### config.mk
export PLATFORM = sky130hd
export DESIGN_NAME = draw_command_setup
export DESIGN_NICKNAME = d
export VERILOG_FILES = /design/src/design/draw_setup_pkg.sv /design/src/design/draw_command_setup.sv
export SDC_FILE = /design/constraint.sdc
export NUM_CORES = 1
export LEC_CHECK = 0
export ABC_AREA = 1
export ABC_CLOCK_PERIOD_IN_PS = 1800
export BUFFER_PORTS_ARGS = -buffer_cell sky130_fd_sc_hd__buf_4
export CORE_ASPECT_RATIO = 1.75
export CORE_MARGIN = 4
export CORE_UTILIZATION = 56
export CTS_CLUSTER_DIAMETER = 40
export DETAILED_ROUTE_END_ITERATION = 16
export PLACE_DENSITY = 0.8
export SYNTH_ARGS = -nofsm -noshare
export SYNTH_HDL_FRONTEND = slang
export SYNTH_SLANG_ARGS = --single-unit
export TNS_END_PERCENT = 10
### constraint.sdc
create_clock -name clk -period 1.8 [get_ports clk]
set_input_delay 0.09 -clock clk [delete_from_list [all_inputs] [get_ports clk]]
set_output_delay 0.09 -clock clk [all_outputs]
set_load 0.01 [all_outputs]
### src/design/draw_setup_pkg.sv
// package: register map, command word fields and codes for the drawing command setup block
package draw_setup_pkg;
  localparam logic [15:0] off_pat_fg_blt   = 16'ha4f4;
  localparam logic [15:0] off_pat_fg_line  = 16'ha8f4;
  localparam logic [15:0] off_pat_fg_poly  = 16'hacf4;
  localparam logic [15:0] off_pat_bg_blt   = 16'ha4f0;
  localparam logic [15:0] off_pat_bg_poly  = 16'hacf0;
  localparam logic [15:0] off_src_bg       = 16'ha4f8;
  localparam logic [15:0] off_src_fg       = 16'ha4fc;
  localparam logic [15:0] off_cmd_blt      = 16'ha500;
  localparam logic [15:0] off_cmd_line     = 16'ha900;
  localparam logic [15:0] off_cmd_poly     = 16'had00;
  localparam logic [15:0] off_rect_size    = 16'ha504;
  localparam logic [15:0] off_dest_xy      = 16'ha50c;
  localparam logic [15:0] off_line_last    = 16'ha97c;
  localparam logic [15:0] off_poly_last    = 16'had7c;
  localparam logic [15:0] off_image_data   = 16'hb000;
  localparam logic [15:0] off_status       = 16'hb004;

  localparam logic [31:0] color_mask       = 32'h00ff_ffff;
  localparam logic [31:0] cmd_mask         = 32'hfffe_3fff;
  localparam logic [31:0] size_mask        = 32'h07ff_07ff;

  localparam int bit_auto    = 0;
  localparam int bit_clip    = 1;
  localparam int fmt_lo      = 2;
  localparam int bit_draw    = 5;
  localparam int bit_mono_s  = 6;
  localparam int bit_img_src = 7;
  localparam int bit_mono_p  = 8;
  localparam int bit_transp  = 9;
  localparam int aln_lo      = 10;
  localparam int skip_lo     = 12;
  localparam int rop_lo      = 17;
  localparam int bit_xdir    = 25;
  localparam int bit_ydir    = 26;
  localparam int cmdf_lo     = 27;
  localparam int bit_dim     = 31;

  localparam logic [2:0] fmt_8  = 3'h0;
  localparam logic [2:0] fmt_16 = 3'h1;
  localparam logic [2:0] fmt_24 = 3'h2;

  localparam logic [3:0] op_blt  = 4'h0;
  localparam logic [3:0] op_rect = 4'h2;
  localparam logic [3:0] op_line = 4'h3;
  localparam logic [3:0] op_poly = 4'h5;
  localparam logic [3:0] op_nop  = 4'hf;

  localparam logic [1:0] aln_byte  = 2'h0;
  localparam logic [1:0] aln_word  = 2'h1;
  localparam logic [1:0] aln_dword = 2'h2;

  localparam logic [2:0] run_len = 3'h4;
endpackage : draw_setup_pkg

### src/design/draw_command_setup.sv
// drawing command setup: color and command registers, start decode, per-pixel color selection
// Behaviour
// - color registers: byte0 index/low/blue, byte1 high/green, byte2 red, byte3 reserved
// - pattern foreground used on mono pattern one bits and for fills and lines
// - pattern background used on mono pattern zero bits
// - mono image zero bits use source background, not while transparency is on
// - with transparency on, 8/16 bit color image pixels matching source foreground skip the write
// - autoexecute off: command write starts; on: last parameter write starts
// - autoexecute block transfer starts on destination coordinate write
// - clipping limits apply only while clip enable is set
// - destination format 000 8-bit, 001 16-bit, 010 24-bit, others reserved
// - draw enable zero runs the command but suppresses screen writes
// - mono source bit selects one bit per pixel or destination depth
// - image source bit takes source from host image port writes
// - transparency only for image sources; no color key at 24 bits
// - line alignment byte, word or doubleword; leftover data discarded; 11 reserved
// - first word skip drops zero to three leading bytes of first doubleword
// - 8-bit raster op; fills and lines force pattern to foreground color
// - x direction one left to right, y direction one top to bottom
// - command field: 0000 blit, 0010 fill, 0011 line, 0101 polygon, 1111 nop
// - top command bit marks 2D or 3D command
// - command word reachable at three offsets, one per drawing type
`timescale 1ns/1ps
module draw_command_setup #(
  parameter int addr_width = 16
) (
  input  wire logic                  clk,
  input  wire logic                  rst_n,
  input  wire logic [addr_width-1:0] avs_address,
  input  wire logic                  avs_read,
  input  wire logic                  avs_write,
  input  wire logic [31:0]           avs_writedata,
  input  wire logic [3:0]            avs_byteenable,
  output logic      [31:0]           avs_readdata,
  output logic                       avs_waitrequest,
  input  wire logic                  pattern_bit,
  input  wire logic                  source_bit,
  input  wire logic [31:0]           pixel_in,
  input  wire logic                  pixel_valid,
  output logic                       command_start,
  output logic      [3:0]            command_code,
  output logic                       clip_active,
  output logic                       dim_3d,
  output logic                       x_left_to_right,
  output logic                       y_top_to_bottom,
  output logic      [7:0]            raster_op_code,
  output logic      [1:0]            line_alignment,
  output logic      [1:0]            first_word_skip,
  output logic                       format_reserved,
  output logic                       source_from_port,
  output logic                       source_is_mono,
  output logic      [31:0]           pattern_color,
  output logic      [31:0]           source_color,
  output logic                       pixel_write,
  output logic      [31:0]           port_word,
  output logic                       port_word_valid
);
  typedef enum logic [1:0] {st_idle = 2'b00, st_ack = 2'b01} bus_state_e;

  bus_state_e  state, next_state;
  logic [31:0] pattern_foreground_color, next_pat_fg;
  logic [31:0] pattern_background_color, next_pat_bg;
  logic [31:0] source_background_color, next_src_bg;
  logic [31:0] source_foreground_color, next_src_fg;
  logic [31:0] drawing_command_word, next_cmd;
  logic [31:0] rectangle_size, next_size;
  logic [31:0] destination_coordinates, next_dest;
  logic [31:0] next_readdata;
  logic        next_start, busy, next_busy;
  logic [2:0]  run_count, next_run_count;
  logic [31:0] next_port_word;
  logic        next_port_valid, next_pixel_write;
  logic [31:0] next_pattern_color, next_source_color;

  // byte enables merge into the stored word; reserved bits are masked off
  function automatic logic [31:0] merge(input logic [31:0] old, input logic [31:0] wd,
                                        input logic [3:0] be, input logic [31:0] mask);
    logic [31:0] r;
    r = old;
    for (int i = 0; i < 4; i++) begin
      if (be[i]) begin
        r[i*8 +: 8] = wd[i*8 +: 8];
      end
    end
    return r & mask;
  endfunction : merge

  function automatic logic [31:0] color_at_depth(input logic [31:0] c, input logic [2:0] fmt);
    case (fmt)
      draw_setup_pkg::fmt_8:  return {24'h000000, c[7:0]};
      draw_setup_pkg::fmt_16: return {16'h0000, c[15:0]};
      default:                return c & draw_setup_pkg::color_mask;
    endcase
  endfunction : color_at_depth

  logic [3:0]  cmd_field;
  logic [2:0]  fmt;
  logic        acc, wr_hit;
  logic [15:0] a16;

  always_comb begin
    a16       = 16'(avs_address);
    cmd_field = drawing_command_word[draw_setup_pkg::cmdf_lo +: 4];
    fmt       = drawing_command_word[draw_setup_pkg::fmt_lo +: 3];
    acc       = (state == st_idle) && (avs_read || avs_write);
    // a write lands at the answering edge, so a master that gives up early changes nothing
    wr_hit    = (state == st_ack) && avs_write;
  end

  // register file and start decode
  always_comb begin
    next_state  = st_idle;
    next_pat_fg = pattern_foreground_color;
    next_pat_bg = pattern_background_color;
    next_src_bg = source_background_color;
    next_src_fg = source_foreground_color;
    next_cmd    = drawing_command_word;
    next_size   = rectangle_size;
    next_dest   = destination_coordinates;
    next_readdata   = avs_readdata;
    next_start      = 1'b0;
    next_port_word  = port_word;
    next_port_valid = 1'b0;
    if (acc) begin
      next_state = st_ack;
    end
    if (wr_hit) begin
      case (a16)
        draw_setup_pkg::off_pat_fg_blt, draw_setup_pkg::off_pat_fg_line, draw_setup_pkg::off_pat_fg_poly: begin
          next_pat_fg = merge(next_pat_fg, avs_writedata, avs_byteenable, draw_setup_pkg::color_mask);
        end
        draw_setup_pkg::off_pat_bg_blt, draw_setup_pkg::off_pat_bg_poly: begin
          next_pat_bg = merge(next_pat_bg, avs_writedata, avs_byteenable, draw_setup_pkg::color_mask);
        end
        draw_setup_pkg::off_src_bg: begin
          next_src_bg = merge(next_src_bg, avs_writedata, avs_byteenable, draw_setup_pkg::color_mask);
        end
        draw_setup_pkg::off_src_fg: begin
          next_src_fg = merge(next_src_fg, avs_writedata, avs_byteenable, draw_setup_pkg::color_mask);
        end
        draw_setup_pkg::off_cmd_blt, draw_setup_pkg::off_cmd_line, draw_setup_pkg::off_cmd_poly: begin
          next_cmd   = merge(next_cmd, avs_writedata, avs_byteenable, draw_setup_pkg::cmd_mask);
          // autoexecute clear means this write starts; a nop code never starts
          next_start = !next_cmd[draw_setup_pkg::bit_auto] &&
                       (next_cmd[draw_setup_pkg::cmdf_lo +: 4] != draw_setup_pkg::op_nop);
        end
        draw_setup_pkg::off_rect_size: begin
          next_size = merge(next_size, avs_writedata, avs_byteenable, draw_setup_pkg::size_mask);
        end
        draw_setup_pkg::off_dest_xy: begin
          next_dest  = merge(next_dest, avs_writedata, avs_byteenable, draw_setup_pkg::size_mask);
          next_start = drawing_command_word[draw_setup_pkg::bit_auto] &&
                       (cmd_field == draw_setup_pkg::op_blt || cmd_field == draw_setup_pkg::op_rect);
        end
        draw_setup_pkg::off_line_last: begin
          next_start = drawing_command_word[draw_setup_pkg::bit_auto] && cmd_field == draw_setup_pkg::op_line;
        end
        draw_setup_pkg::off_poly_last: begin
          next_start = drawing_command_word[draw_setup_pkg::bit_auto] && cmd_field == draw_setup_pkg::op_poly;
        end
        draw_setup_pkg::off_image_data: begin
          // host image data only flows while the port is the source
          next_port_word  = avs_writedata;
          next_port_valid = drawing_command_word[draw_setup_pkg::bit_img_src];
        end
        default: begin
        end
      endcase
    end
    if (acc && avs_read) begin
      case (a16)
        draw_setup_pkg::off_pat_fg_blt, draw_setup_pkg::off_pat_fg_line,
        draw_setup_pkg::off_pat_fg_poly: next_readdata = pattern_foreground_color;
        draw_setup_pkg::off_pat_bg_blt, draw_setup_pkg::off_pat_bg_poly: next_readdata = pattern_background_color;
        draw_setup_pkg::off_src_bg:    next_readdata = source_background_color;
        draw_setup_pkg::off_src_fg:    next_readdata = source_foreground_color;
        draw_setup_pkg::off_cmd_blt, draw_setup_pkg::off_cmd_line,
        draw_setup_pkg::off_cmd_poly:  next_readdata = drawing_command_word;
        draw_setup_pkg::off_rect_size: next_readdata = rectangle_size;
        draw_setup_pkg::off_dest_xy:   next_readdata = destination_coordinates;
        draw_setup_pkg::off_status:    next_readdata = {30'h0, format_reserved, busy};
        default:                       next_readdata = 32'h0000_0000;
      endcase
    end
  end

  always_ff @(posedge clk or negedge rst_n) begin
    if (!rst_n) begin
      state                    <= st_idle;
      pattern_foreground_color <= 32'h0000_0000;
      pattern_background_color <= 32'h0000_0000;
      source_background_color  <= 32'h0000_0000;
      source_foreground_color  <= 32'h0000_0000;
      drawing_command_word     <= 32'h0000_0000;
      rectangle_size           <= 32'h0000_0000;
      destination_coordinates  <= 32'h0000_0000;
      avs_readdata             <= 32'h0000_0000;
      command_start            <= 1'b0;
      port_word                <= 32'h0000_0000;
      port_word_valid          <= 1'b0;
    end else begin
      state                    <= next_state;
      pattern_foreground_color <= next_pat_fg;
      pattern_background_color <= next_pat_bg;
      source_background_color  <= next_src_bg;
      source_foreground_color  <= next_src_fg;
      drawing_command_word     <= next_cmd;
      rectangle_size           <= next_size;
      destination_coordinates  <= next_dest;
      avs_readdata             <= next_readdata;
      command_start            <= next_start;
      port_word                <= next_port_word;
      port_word_valid          <= next_port_valid;
    end
  end

  // one wait cycle: request taken in idle, answered from the ack state
  assign avs_waitrequest = (avs_read || avs_write) && (state != st_ack);

  // busy runs a short fixed time after a start; the datapath itself lies outside
  // a start while busy reloads the count; nothing here holds off a second command
  always_comb begin
    next_busy      = busy;
    next_run_count = run_count;
    if (command_start) begin
      next_busy      = 1'b1;
      next_run_count = draw_setup_pkg::run_len;
    end else if (busy) begin
      next_run_count = run_count - 3'h1;
      next_busy      = (run_count != 3'h1);
    end
  end

  always_ff @(posedge clk or negedge rst_n) begin
    if (!rst_n) begin
      busy      <= 1'b0;
      run_count <= 3'h0;
    end else begin
      busy      <= next_busy;
      run_count <= next_run_count;
    end
  end

  // command word decode
  always_comb begin
    command_code     = cmd_field;
    clip_active      = drawing_command_word[draw_setup_pkg::bit_clip];
    dim_3d           = drawing_command_word[draw_setup_pkg::bit_dim];
    x_left_to_right  = drawing_command_word[draw_setup_pkg::bit_xdir];
    y_top_to_bottom  = drawing_command_word[draw_setup_pkg::bit_ydir];
    raster_op_code   = drawing_command_word[draw_setup_pkg::rop_lo +: 8];
    line_alignment   = drawing_command_word[draw_setup_pkg::aln_lo +: 2];
    first_word_skip  = drawing_command_word[draw_setup_pkg::skip_lo +: 2];
    format_reserved  = (fmt != draw_setup_pkg::fmt_8) && (fmt != draw_setup_pkg::fmt_16) &&
                       (fmt != draw_setup_pkg::fmt_24);
    source_from_port = drawing_command_word[draw_setup_pkg::bit_img_src];
    source_is_mono   = drawing_command_word[draw_setup_pkg::bit_mono_s];
  end

  // per-pixel color choice and write gating
  logic is_fill, transp, key_hit;
  always_comb begin
    is_fill = (cmd_field == draw_setup_pkg::op_rect) || (cmd_field == draw_setup_pkg::op_line) ||
              (cmd_field == draw_setup_pkg::op_poly);
    transp  = drawing_command_word[draw_setup_pkg::bit_transp] && source_from_port;
    // no key at 24 bpp: key_hit also requires the 8 or 16 bit format
    key_hit = (color_at_depth(pixel_in, fmt) == color_at_depth(source_foreground_color, fmt)) &&
              (fmt == draw_setup_pkg::fmt_8 || fmt == draw_setup_pkg::fmt_16);
    if (is_fill || pattern_bit || !drawing_command_word[draw_setup_pkg::bit_mono_p]) begin
      next_pattern_color = color_at_depth(pattern_foreground_color, fmt);
    end else begin
      next_pattern_color = color_at_depth(pattern_background_color, fmt);
    end
    if (!source_is_mono) begin
      next_source_color = color_at_depth(pixel_in, fmt);
    end else if (source_bit) begin
      next_source_color = color_at_depth(source_foreground_color, fmt);
    end else begin
      next_source_color = color_at_depth(source_background_color, fmt);
    end
    next_pixel_write = pixel_valid && drawing_command_word[draw_setup_pkg::bit_draw];
    if (transp && source_is_mono && !source_bit) begin
      next_pixel_write = 1'b0;
    end
    if (transp && !source_is_mono && key_hit) begin
      next_pixel_write = 1'b0;
    end
  end

  always_ff @(posedge clk or negedge rst_n) begin
    if (!rst_n) begin
      pattern_color <= 32'h0000_0000;
      source_color  <= 32'h0000_0000;
      pixel_write   <= 1'b0;
    end else begin
      pattern_color <= next_pattern_color;
      source_color  <= next_source_color;
      pixel_write   <= next_pixel_write;
    end
  end
endmodule : draw_command_setup

==> results of run 1 <==
## Yosys cell counts (all sizes together) (2+ instances only)
master	n	area, um2
o211ai	11	82.58
clkbuf	32	120.1
o22ai	9	56.30
nand2	494	1952
buf	72	493.0
ha	2	25.02
o21ai	268	1364
nand3	145	725.7
dfrtp	289	7232
a21oi	13	65.06
clkinv	3	15.01
nor3	3	15.01
nor2	127	560.5
xnor2	4	35.03
nand4	7	43.79
a31oi	12	75.07
nor4	2	12.51
inv	134	503.0
## worst max-delay path by stage
stage | start | endpoint | slack [ns] | cells after the start
after floorplan | state[0] | pattern_background_color[22] | 0.33 | 6
after global placement | avs_address[1] | drawing_command_word[8] | 0.08 | 9
after detailed placement | avs_address[1] | drawing_command_word[11] | -0.08 | 9
after CTS | drawing_command_word[2] | source_color[15] | 0.11 | 6
after global routing | drawing_command_word[2] | source_color[11] | 0.01 | 6
final | drawing_command_word[2] | source_color[14] | 0.11 | 6
## timing repair
item,CTS,global route
endpoints found under the hold margin,467,0
setup buffers,0,2
setup endpoints to repair,0,4
hold buffers,71,0
gates resized for setup,0,3
## flip-flops by register name, summed over array words and instances (netlist names)
| name | count |
|---|---|
| avs_readdata | 32 |
| busy | 1 |
| command_start | 1 |
| destination_coordinates | 22 |
| drawing_command_word | 29 |
| pattern_background_color | 24 |
| pattern_color | 24 |
| pattern_foreground_color | 24 |
| pixel_write | 1 |
| port_word | 32 |
| port_word_valid | 1 |
| rectangle_size | 22 |
| run_count | 3 |
| source_background_color | 24 |
| source_color | 24 |
| source_foreground_color | 24 |
| state | 1 |
## cell type report
cell class / count / area share [%]
inverters: 137 / 3.049
clock buffers: 34 / 4.467
flip-flops and latches: 289 / 42.26
multi-input cells: 1117 / 29.85
repair buffers: 337 / 16.54
clock inverters: 18 / 1.608
well taps: 304 / 2.223
## cells by family after synthesis
group                      count (synthesis)  share of synthesized area (%)
AOI/OAI and AO/OA                        315                          12.36
xor gates and xnor gates                   4                         0.2613
adders and majority gates                  2                         0.1866
buffers and inverters                    241                          8.436
DFF                                      289                          53.94
other                                      1                        0.02797
and+or+nand+nor                          780                          24.79
## worst min-delay path, cell delays in order
cell and delay, ns:
buf_4 0.08, inv_1 0.17, o21ai_2 0.18
## power by group
group	switching, W	leakage, nW	internal (W)
logic	0.000474	4.21	0.000302
clock network	0.00262	0.505	0.00393
registers	0.00000607	3.99	0.00651
total	0.00310	8.71	0.0107
## metal layers
| layer | vias to the layer above | share of wire (%) |
|---|---|---|
| met5 | - | 0 |
| met4 | 0 | 5.3 |
| met3 | 145 | 8.1 |
| met2 | 685 | 51 |
| met1 | 6062 | 36 |
| li1 | 5765 | - |
## stage by stage
step	utilization, %	setup WS [ns]	power, W	TNS [ns]	hold slack, ns
final	73.06	0.1108	0.01383	0	0.01760
after global routing	73.06	0.01390	0.01423	0	0.02381
after CTS	72.94	0.1095	0.01388	0	0.007138
after detailed placement	65.47	-0.07715	0.007286	-0.2112	0.03058
after global placement	65.47	0.07767	0.007279	0	0.02344
after floorplan	-	0.3330	0.006866	0	-0.2056
==> key figures, run 1 <==
Outcome
  • Outcome: finished, final reports clean

Final layout
  • Antenna diodes: 0
  • Most frequent cells in the layout: nand2_1 (471), dfrtp_1 (289), buf_4 (255), o21ai_0 (220), nand3_1 (144)
  • Leading cell type in the layout, fill and taps excluded: nand2_1
  • Design Area, Final: approximately 17,000 um2
  • Register area: approximately 7200 um2
  • Fillers: approximately 1,700
  • Share of layout cells above drive strength 1: between 10% and 20%
  • Area of the multi-input gates: approximately 5100 um2
  • Area grow syn2layout: 27.64%
  • Non-Filler Instances: between 2,000 and 2,500
  • Layout Nets: between 2,000 and 2,500

Logic synthesis
  • Synth Flop Type: dfrtp_1
  • FFs w/ async S/R, synth: 100.0%
  • #FFs+latches synth: between 200 and 300
  • EDFF count, synth: 0
  • Mapped cell area: between 10,000 and 15,000 um2
  • Cell variety after synth: 34
  • Mapped Cells: 1,632
  • Seq/Total Area, Yosys: a little over half
  • Yosys warns: 0
  • Syn Area/Cell: a little over 8 um2

STA
  • RSZ-0062 raised after global routing: no
  • # setup viols final: 0
  • Achievable frequency: 0.5920 GHz
  • Final Hold Vio Count: 0
  • Slew Viols, Final: 0
  • Skew final: 0.009839 ns
  • Post-route minimum period: approximately 1.7 ns
  • Final period util: 93.85%
  • Slew @ Worst Pin: around 0.52 ns
  • Relative slew slack: between 60% and 70%

Global route
  • GR Layer Usage met2: 56.16%
  • Initial antenna violation count: 0
  • Vias in the first global route: approximately 13,000
  • First-pass GRT wire length: ~67 mm
  • Largest net degree at the start of global routing: 58
  • M3 GR Usage: roughly 5%
  • Most used routing layer: met2
  • Met1 Use GR: around 37%
  • GRT overflow: 0
  • Total GRT Usage: about a third

Critical path
  • Largest delay share family, worst path: buffers and inverters
  • WP buf/inv: 3
  • Critical Path Start Type: register
  • Crit-path max FO: 16
  • Crit end category: register
  • Reg2reg path depth: 6
  • CP cell instances: inv_1 -> nand3_1 -> buf_6 -> o21ai_0 -> a31oi_1 -> dlygate4sd3_1
  • Worst reg2reg path endpoint: source_color[14]
  • Worst EP required: 2.29 ns
  • CP peak stage delay: about 0.57 ns
  • Flop-to-flop setup slack: 0.11 ns
  • Slowest-stage cell, CP: dlygate4sd3_1
  • Worst path arrival time: 2.18 ns
  • Reg2Reg Launch Point: drawing_command_word[2]
  • CP Class: register to register

Power and ir drop
  • Leak: between 8 and 9 nW
  • Maximum VDD drop: roughly 0.0008 V
  • PwrDens: ~810 nW/um2

Min path
  • Hold Path End: drawing_command_word[9]
  • Hold Crit Depth: 3
  • Worst Hold Class: input port to register
  • HP Start: avs_writedata[9]

Die
  • Initial core utilization: between 50% and 60%
  • Core area: approximately 23,000 um2
  • I/O pin count: between 200 and 250
  • Row count: between 70 and 80
  • Die area: about 27,000 um2
  • Die height: around 210 um
  • Die Wd: 125.0 um

Clocking
  • Maximum clock path buffer count: 3
  • Num CTS Buffers: 28
  • TritonCTS clock tree: done
  • Clock sinks: 289
  • Worst-skew pair later-pin latency: between 0.5 and 0.6 ns
  • Clk slew on worst S/H paths: 0.07 ns
  • H-tree lvl count: 1
  • Root buffer cell: clkbuf_16

Placement
  • # placed instances: approximately 2,100
  • DP Wirelength: about 30 mm
  • Port-buffer cells: roughly 220
  • Gpl congestion: around 0.95
  • Dpl cell area: roughly 15,000 um2

Route
  • Number of remaining DRC errors: 0
  • Vias: 12,660
  • DR vias/cell: ~5.7
  • WL final: ~42 mm
  • Final ANT Viol Nets: 0
  • First-pass DRT Iterations: 6
  • First DRT Iteration DRCs: between 1,000 and 1,500
  • Wire length per cell: 19.00 um

Job
  • MaxCap Viol Count: 0
Note: power is estimated with default switching activity, not from simulation.
==> run 2, diff against run 1 <==
--- a/config.mk
+++ b/config.mk
@@ -13,7 +13,7 @@
 export CORE_UTILIZATION = 56
 export CTS_CLUSTER_DIAMETER = 40
 export DETAILED_ROUTE_END_ITERATION = 16
-export PLACE_DENSITY = 0.8
+export PLACE_DENSITY = 0.9
 export SYNTH_ARGS = -nofsm -noshare
 export SYNTH_HDL_FRONTEND = slang
 export SYNTH_SLANG_ARGS = --single-unit
==> key figures, run 2 (synthesis results as in run 1) <==
Critical path
  • Setup crit end: pattern_color[6]
  • Crit path from: drawing_command_word[28]
  • Reg2Reg Launch Point: drawing_command_word[28]
  • Critical Path Start Type: register
  • Worst EP required: 2.19 ns
  • Crit-path max FO: 31
  • Worst path arrival time: approximately 2.1 ns
  • Flop-to-flop setup slack: 0.09 ns
  • Reg2reg path depth: 5
  • Crit end category: register
  • CP Class: register to register
  • Worst reg2reg path endpoint: pattern_color[6]

Final layout
  • Fillers: roughly 1,600
  • Design Area, Final: 16,840 um2
  • Most frequent cells in the layout: nand2_1 (469), dfrtp_1 (289), buf_4 (255), o21ai_0 (220), nand3_1 (145)
  • Finished Core Util: a little under three quarters
  • Area grow syn2layout: 25.59%
  • Layout Nets: about 2,000
  • Share of layout cells above drive strength 1: 19.08%
  • Biggest regs: avs_readdata (32), port_word (32), drawing_command_word (29)
  • Leading cell type in the layout, fill and taps excluded: nand2_1

Power and ir drop
  • Pwr Total: 0.01312 W
  • Seq pwr share: between 40 and 50%
  • Comb pwr share: under 10%
  • Clock network fraction of total power: about 44%
  • PwrDens: just under 800 nW/um2
  • Pint: between 0.01 and 0.015 W
  • Leak: approximately 8.6 nW
  • Switching share of total power: 23.51%
  • NetSw: roughly 0.003 W
  • Maximum VDD drop: around 0.00064 V

Job
  • MaxCap Viol Count: 0

STA
  • Relative slew slack: between 60% and 70%
  • Final period util: between 90% and 100%
  • Final worst slack: 0.09302 ns
  • Post-route minimum period: 1.707 ns
  • Final Hold Vio Count: 0
  • Achievable frequency: roughly 0.59 GHz
  • Slew @ Worst Pin: between 0.4 and 0.5 ns
  • Slew Viols, Final: 0
  • Post-route setup TNS: 0 ns
  • Skew final: ~0.019 ns
  • # setup viols final: 0
  • RSZ-0062 raised after global routing: no

Die
  • Row count: between 70 and 80
  • I/O pin count: between 200 and 250
  • Die Wd: ~120 um
  • Die height: about 210 um
  • Initial core utilization: between 50 and 60%
  • Die area: ~27,000 um2
  • Core area: 23,430 um2

Clocking
  • Maximum clock path buffer count: 3
  • Root buffer cell: clkbuf_16
  • TritonCTS clock tree: done
  • H-tree lvl count: 1
  • Clock sinks: between 200 and 300
  • Worst-skew pair later-pin latency: ~0.56 ns
  • Clk slew on worst S/H paths: about 0.07 ns
  • Num CTS Buffers: 28

Route
  • First-pass DRT Iterations: 6
  • Vias: 12,960
  • DR vias/cell: 5.829
  • WL final: 44.20 mm
  • Final ANT Viol Nets: 0
  • Wire length per cell: between 15 and 20 um
  • Number of remaining DRC errors: 0
  • First DRT Iteration DRCs: 1,653

Global route
  • GRT overflow: 0
  • Vias in the first global route: between 10,000 and 15,000
  • First-pass GRT wire length: a little under 70 mm
  • Largest net degree at the start of global routing: 66
  • Initial antenna violation count: 1
  • Total GRT Usage: around 33%

Outcome
  • Outcome: finished, final reports clean

Placement
  • Port-buffer cells: between 200 and 250
  • Dpl cell area: between 15,000 and 20,000 um2
  • Gpl congestion: approximately 0.95
  • Pre-CTS setup slack: 0.02445 ns
  • DP Wirelength: approximately 30 mm

Min path
  • Worst Hold Class: input port to register
run 2: power groups by stage:
stage / Combinational (W) / Sequential (W) / Clock [W]
finish: 0.000792 / 0.00651 / 0.00581
global route: 0.000853 / 0.00651 / 0.00609
CTS: 0.000773 / 0.00651 / 0.00581
detailed placement: 0.000659 / 0.00663 / 0
global placement: 0.000643 / 0.00663 / 0
floorplan: 0.000226 / 0.00664 / 0
run 2: worst max-delay path, cell delays in order, from the launching register on:
cell and delay (ns):
dfrtp_1 0.41, inv_1 0.12, nand4_1 0.12, nand3_1 0.22, buf_12 0.25, o21ai_0 0.42
run 2: layer usage:
metal	vias to the layer above	GRT usage [%]	wire length (um)
li1	5754	-	-
met2	883	57.93	22440
met1	6097	37.40	14680
met5	-	0	0
met3	224	5.382	4024
met4	0	19.50	3049
run 2: area by class of cell:
cell class / count / area, um2 / share of cell area (%)
Antenna cell: 1 / 2.502 / 0.01486
Clock buffer: 36 / 782.0 / 4.644
Clock inverter: 14 / 118.9 / 0.7059
Inverter: 137 / 521.8 / 3.099
Multi-Input combinational cell: 1117 / 5109 / 30.34
Sequential cell: 289 / 7232 / 42.95
Tap cell: 304 / 380.4 / 2.259
Timing Repair Buffer: 325 / 2693 / 15.99
run 2: how the worst min path moves through the flow:
stage                                 start                        to  slack [ns]  depth (start not counted)
after floorplan                       rst_n           avs_readdata[0]       -0.21                          0
after global placement                rst_n             port_word[28]        0.03                          1
after CTS                 avs_byteenable[0]   drawing_command_word[5]      0.0005                          3
after detailed placement              rst_n  drawing_command_word[27]        0.04                          1
after global routing       avs_writedata[8]   drawing_command_word[8]        0.02                          3
final                     avs_byteenable[1]   drawing_command_word[8]        0.01                          4
run 2: per-stage QoR:
stage               hold WS (ns)  std cells
floorplan                -0.2056       1647
global placement         0.02725       2109
detailed placement       0.03664       2109
CTS                    0.0005408       2221
global route             0.01692       2223
finish                   0.01424       2223
run 2: repair_timing:
item	CTS	global route
gates resized for setup	1	3
hold endpoints to repair	451	0
gates cloned	0	0
hold buffers	62	0
setup endpoints to repair	1	13
setup buffers	0	1
==> run 3, diff against run 2 <==
--- a/config.mk
+++ b/config.mk
@@ -6,14 +6,15 @@
 export NUM_CORES = 1
 export LEC_CHECK = 0
 export ABC_AREA = 1
-export ABC_CLOCK_PERIOD_IN_PS = 1800
+export ABC_CLOCK_PERIOD_IN_PS = 2000
 export BUFFER_PORTS_ARGS = -buffer_cell sky130_fd_sc_hd__buf_4
 export CORE_ASPECT_RATIO = 1.75
 export CORE_MARGIN = 4
-export CORE_UTILIZATION = 56
+export CORE_UTILIZATION = 60
 export CTS_CLUSTER_DIAMETER = 40
 export DETAILED_ROUTE_END_ITERATION = 16
-export PLACE_DENSITY = 0.9
+export PLACE_DENSITY = 0.95
+export SKIP_LAST_GASP = 1
 export SYNTH_ARGS = -nofsm -noshare
 export SYNTH_HDL_FRONTEND = slang
 export SYNTH_SLANG_ARGS = --single-unit
==> constraint.sdc (replaced) <==
create_clock -name clk -period 2 [get_ports clk]
set_input_delay 0.1 -clock clk [delete_from_list [all_inputs] [get_ports clk]]
set_output_delay 0.1 -clock clk [all_outputs]
set_load 0.01 [all_outputs]
==> key figures, run 3 (synthesis results as in run 1) <==
Outcome
  • Outcome: finished, final reports clean

Power and ir drop
  • Switching share of total power: 22.57%
  • Clock network fraction of total power: ~46%
  • Comb pwr share: under 10%
  • Seq pwr share: 48.5%
  • Leak: approximately 8.5 nW
  • PwrDens: ~720 nW/um2
  • Pint: 0.009348 W
  • NetSw: around 0.0027 W
  • Maximum VDD drop: 0.0005709 V

Die
  • Row count: 72
  • Die height: roughly 210 um
  • Die area: 24,900 um2
  • Core area: 22,070 um2
  • Die Wd: between 100 and 150 um
  • I/O pin count: 246
  • Initial core utilization: 60.75%

STA
  • Final Hold Vio Count: 0
  • Final period util: around nine tenths
  • Slew @ Worst Pin: around 0.85 ns
  • # setup viols final: 0
  • Post-route setup TNS: 0 ns
  • Achievable frequency: ~0.55 GHz
  • Relative slew slack: between 40% and 50%
  • Slew Viols, Final: 0
  • RSZ-0062 raised after global routing: no
  • Post-route minimum period: around 1.8 ns
  • Skew final: between 0.02 and 0.03 ns
  • Final worst slack: ~0.18 ns

Clocking
  • Worst-skew pair later-pin latency: 0.55 ns
  • Setup Buffers After CTS: 0
  • Clock sinks: slightly below 300
  • Num CTS Buffers: 26
  • Root buffer cell: clkbuf_16
  • H-tree lvl count: 1
  • Maximum clock path buffer count: 3
  • Clk slew on worst S/H paths: about 0.07 ns
  • TritonCTS clock tree: done

Placement
  • Pre-CTS setup slack: ~0.077 ns
  • Dpl cell area: 15,190 um2
  • Port-buffer cells: around 220
  • DP Wirelength: 29.22 mm
  • Gpl congestion: between 0.9 and 1

Critical path
  • Critical Path Start Type: input port
  • Worst path arrival time: between 2 and 2.5 ns
  • CP cell instances: dlygate4sd3_1 -> buf_4 -> nand2_1 -> dlygate4sd3_1 -> o21ai_0 -> dlygate4sd3_1 -> nand2_1 -> o21ai_0
  • WP buf/inv: 4
  • Most frequent cell on the critical path: dlygate4sd3_1
  • Largest delay share family, worst path: buffers and inverters
  • Crit end category: register
  • Slowest-stage cell, CP: dlygate4sd3_1
  • Crit-path max FO: 2
  • CP Class: input port to register
  • Worst EP required: about 2.4 ns
  • CP peak stage delay: ~0.58 ns

Global route
  • Vias in the first global route: about 13,000
  • Initial antenna violation count: 2
  • First-pass GRT wire length: 69.25 mm
  • Total GRT Usage: a little over a third
  • Largest net degree at the start of global routing: 77
  • GRT overflow: 0

Route
  • First-pass DRT Iterations: 7
  • WL final: 43.92 mm
  • DR vias/cell: approximately 6
  • Final ANT Viol Nets: 0
  • First DRT Iteration DRCs: about 1,700
  • Vias: ~13,000
  • Wire length per cell: 19.97 um
  • Number of remaining DRC errors: 0

Final layout
  • Area grow syn2layout: 24.77%
  • Fillers: approximately 1,300
  • Leading cell type in the layout, fill and taps excluded: nand2_1
  • Share of layout cells above drive strength 1: 18.62%
  • Biggest regs: avs_readdata (32), port_word (32), drawing_command_word (29)
  • Design Area, Final: approximately 17,000 um2
  • Finished Core Util: between 70 and 80%
  • Most frequent cells in the layout: nand2_1 (471), dfrtp_1 (288), buf_4 (246), o21ai_0 (220), nand3_1 (145)
  • Area of the multi-input gates: 5104 um2
  • Register area: just over 7000 um2
  • Layout Nets: 1,974

Min path
  • Worst Hold Class: input port to register

Job
  • MaxCap Viol Count: 0
==> run 3: cell types whose count changed in the layout (fill, tap and decap cells not counted), sizes merged <==
cell and change:
inv +1, bufinv +4, dlygate4sd3 -3, buf -11, diode +1, clkbuf -4, dlymetal6s4s -1, clkinvlp -3
==> run 3: stage by stage <==
stage	hold WS (ns)	total power (W)	std cells
global placement	0.05149	0.006526	2091
floorplan	-0.1956	0.006180	1647
finish	0.007782	0.01207	2199
CTS	0.0008175	0.01201	2197
detailed placement	0.05351	0.006539	2091
global route	0.005910	0.01239	2199
==> run 3: timing repair <==
action,in CTS,in global routing
resized for setup,0,1
hold endpoints to repair,430,0
endpoints found under the setup margin,0,1
hold buffers,58,0
==> run 3: final timing paths <==
kind	start	to	slack, ns	depth (start not counted)
setup reg to reg	state[0]	source_foreground_color[5]	0.20	4
hold / removal	avs_byteenable[2]	drawing_command_word[17]	0.008	4
setup / recovery	avs_writedata[0]	drawing_command_word[0]	0.18	8
max in group asynchronous	rst_n	rectangle_size[10]	1.15	3
hold reg to reg	avs_readdata[4]	avs_readdata[4]	0.48	2
min in group asynchronous	rst_n	port_word_valid	0.07	2
==> run 3: per-layer routing <==
metal | track usage (%) | share of wire, % | vias up | wire [um]
met4 | 24.84 | 7.4 | 0 | 3265
li1 | - | - | 5719 | -
met1 | 39.23 | 32 | 6089 | 14010
met2 | 59.58 | 50 | 1033 | 21890
met3 | 8.553 | 11 | 257 | 4751
met5 | 0 | 0 | - | 0
==> run 3: layout make-up <==
cell class,instances,area share [%]
Antenna cell,2,0.02992
Clock buffer,32,4.323
Clock inverter,16,1.391
Inverter,137,3.096
Multi-Input combinational cell,1117,30.51
Sequential cell,289,43.24
Tap cell,296,2.214
Timing Repair Buffer,310,15.20
==> run 3: worst register-to-register path, stage by stage, from the launching register on <==
cell and delay [ns]:
dfrtp_1 0.36, nand2_1 0.25, nor2_4 0.34, nand2_2 0.28
o21ai_0 0.41
==> run 3: power by group through the flow <==
stage          clock network [W]  registers [W]  logic [W]
6_report                 0.00553        0.00586   0.000684
3_5_place_dp                   0        0.00597   0.000569
3_3_place_gp                   0        0.00597   0.000556
5_1_grt                  0.00580        0.00586   0.000735
4_1_cts                  0.00549        0.00586   0.000665
2_1_floorplan                  0        0.00598   0.000203
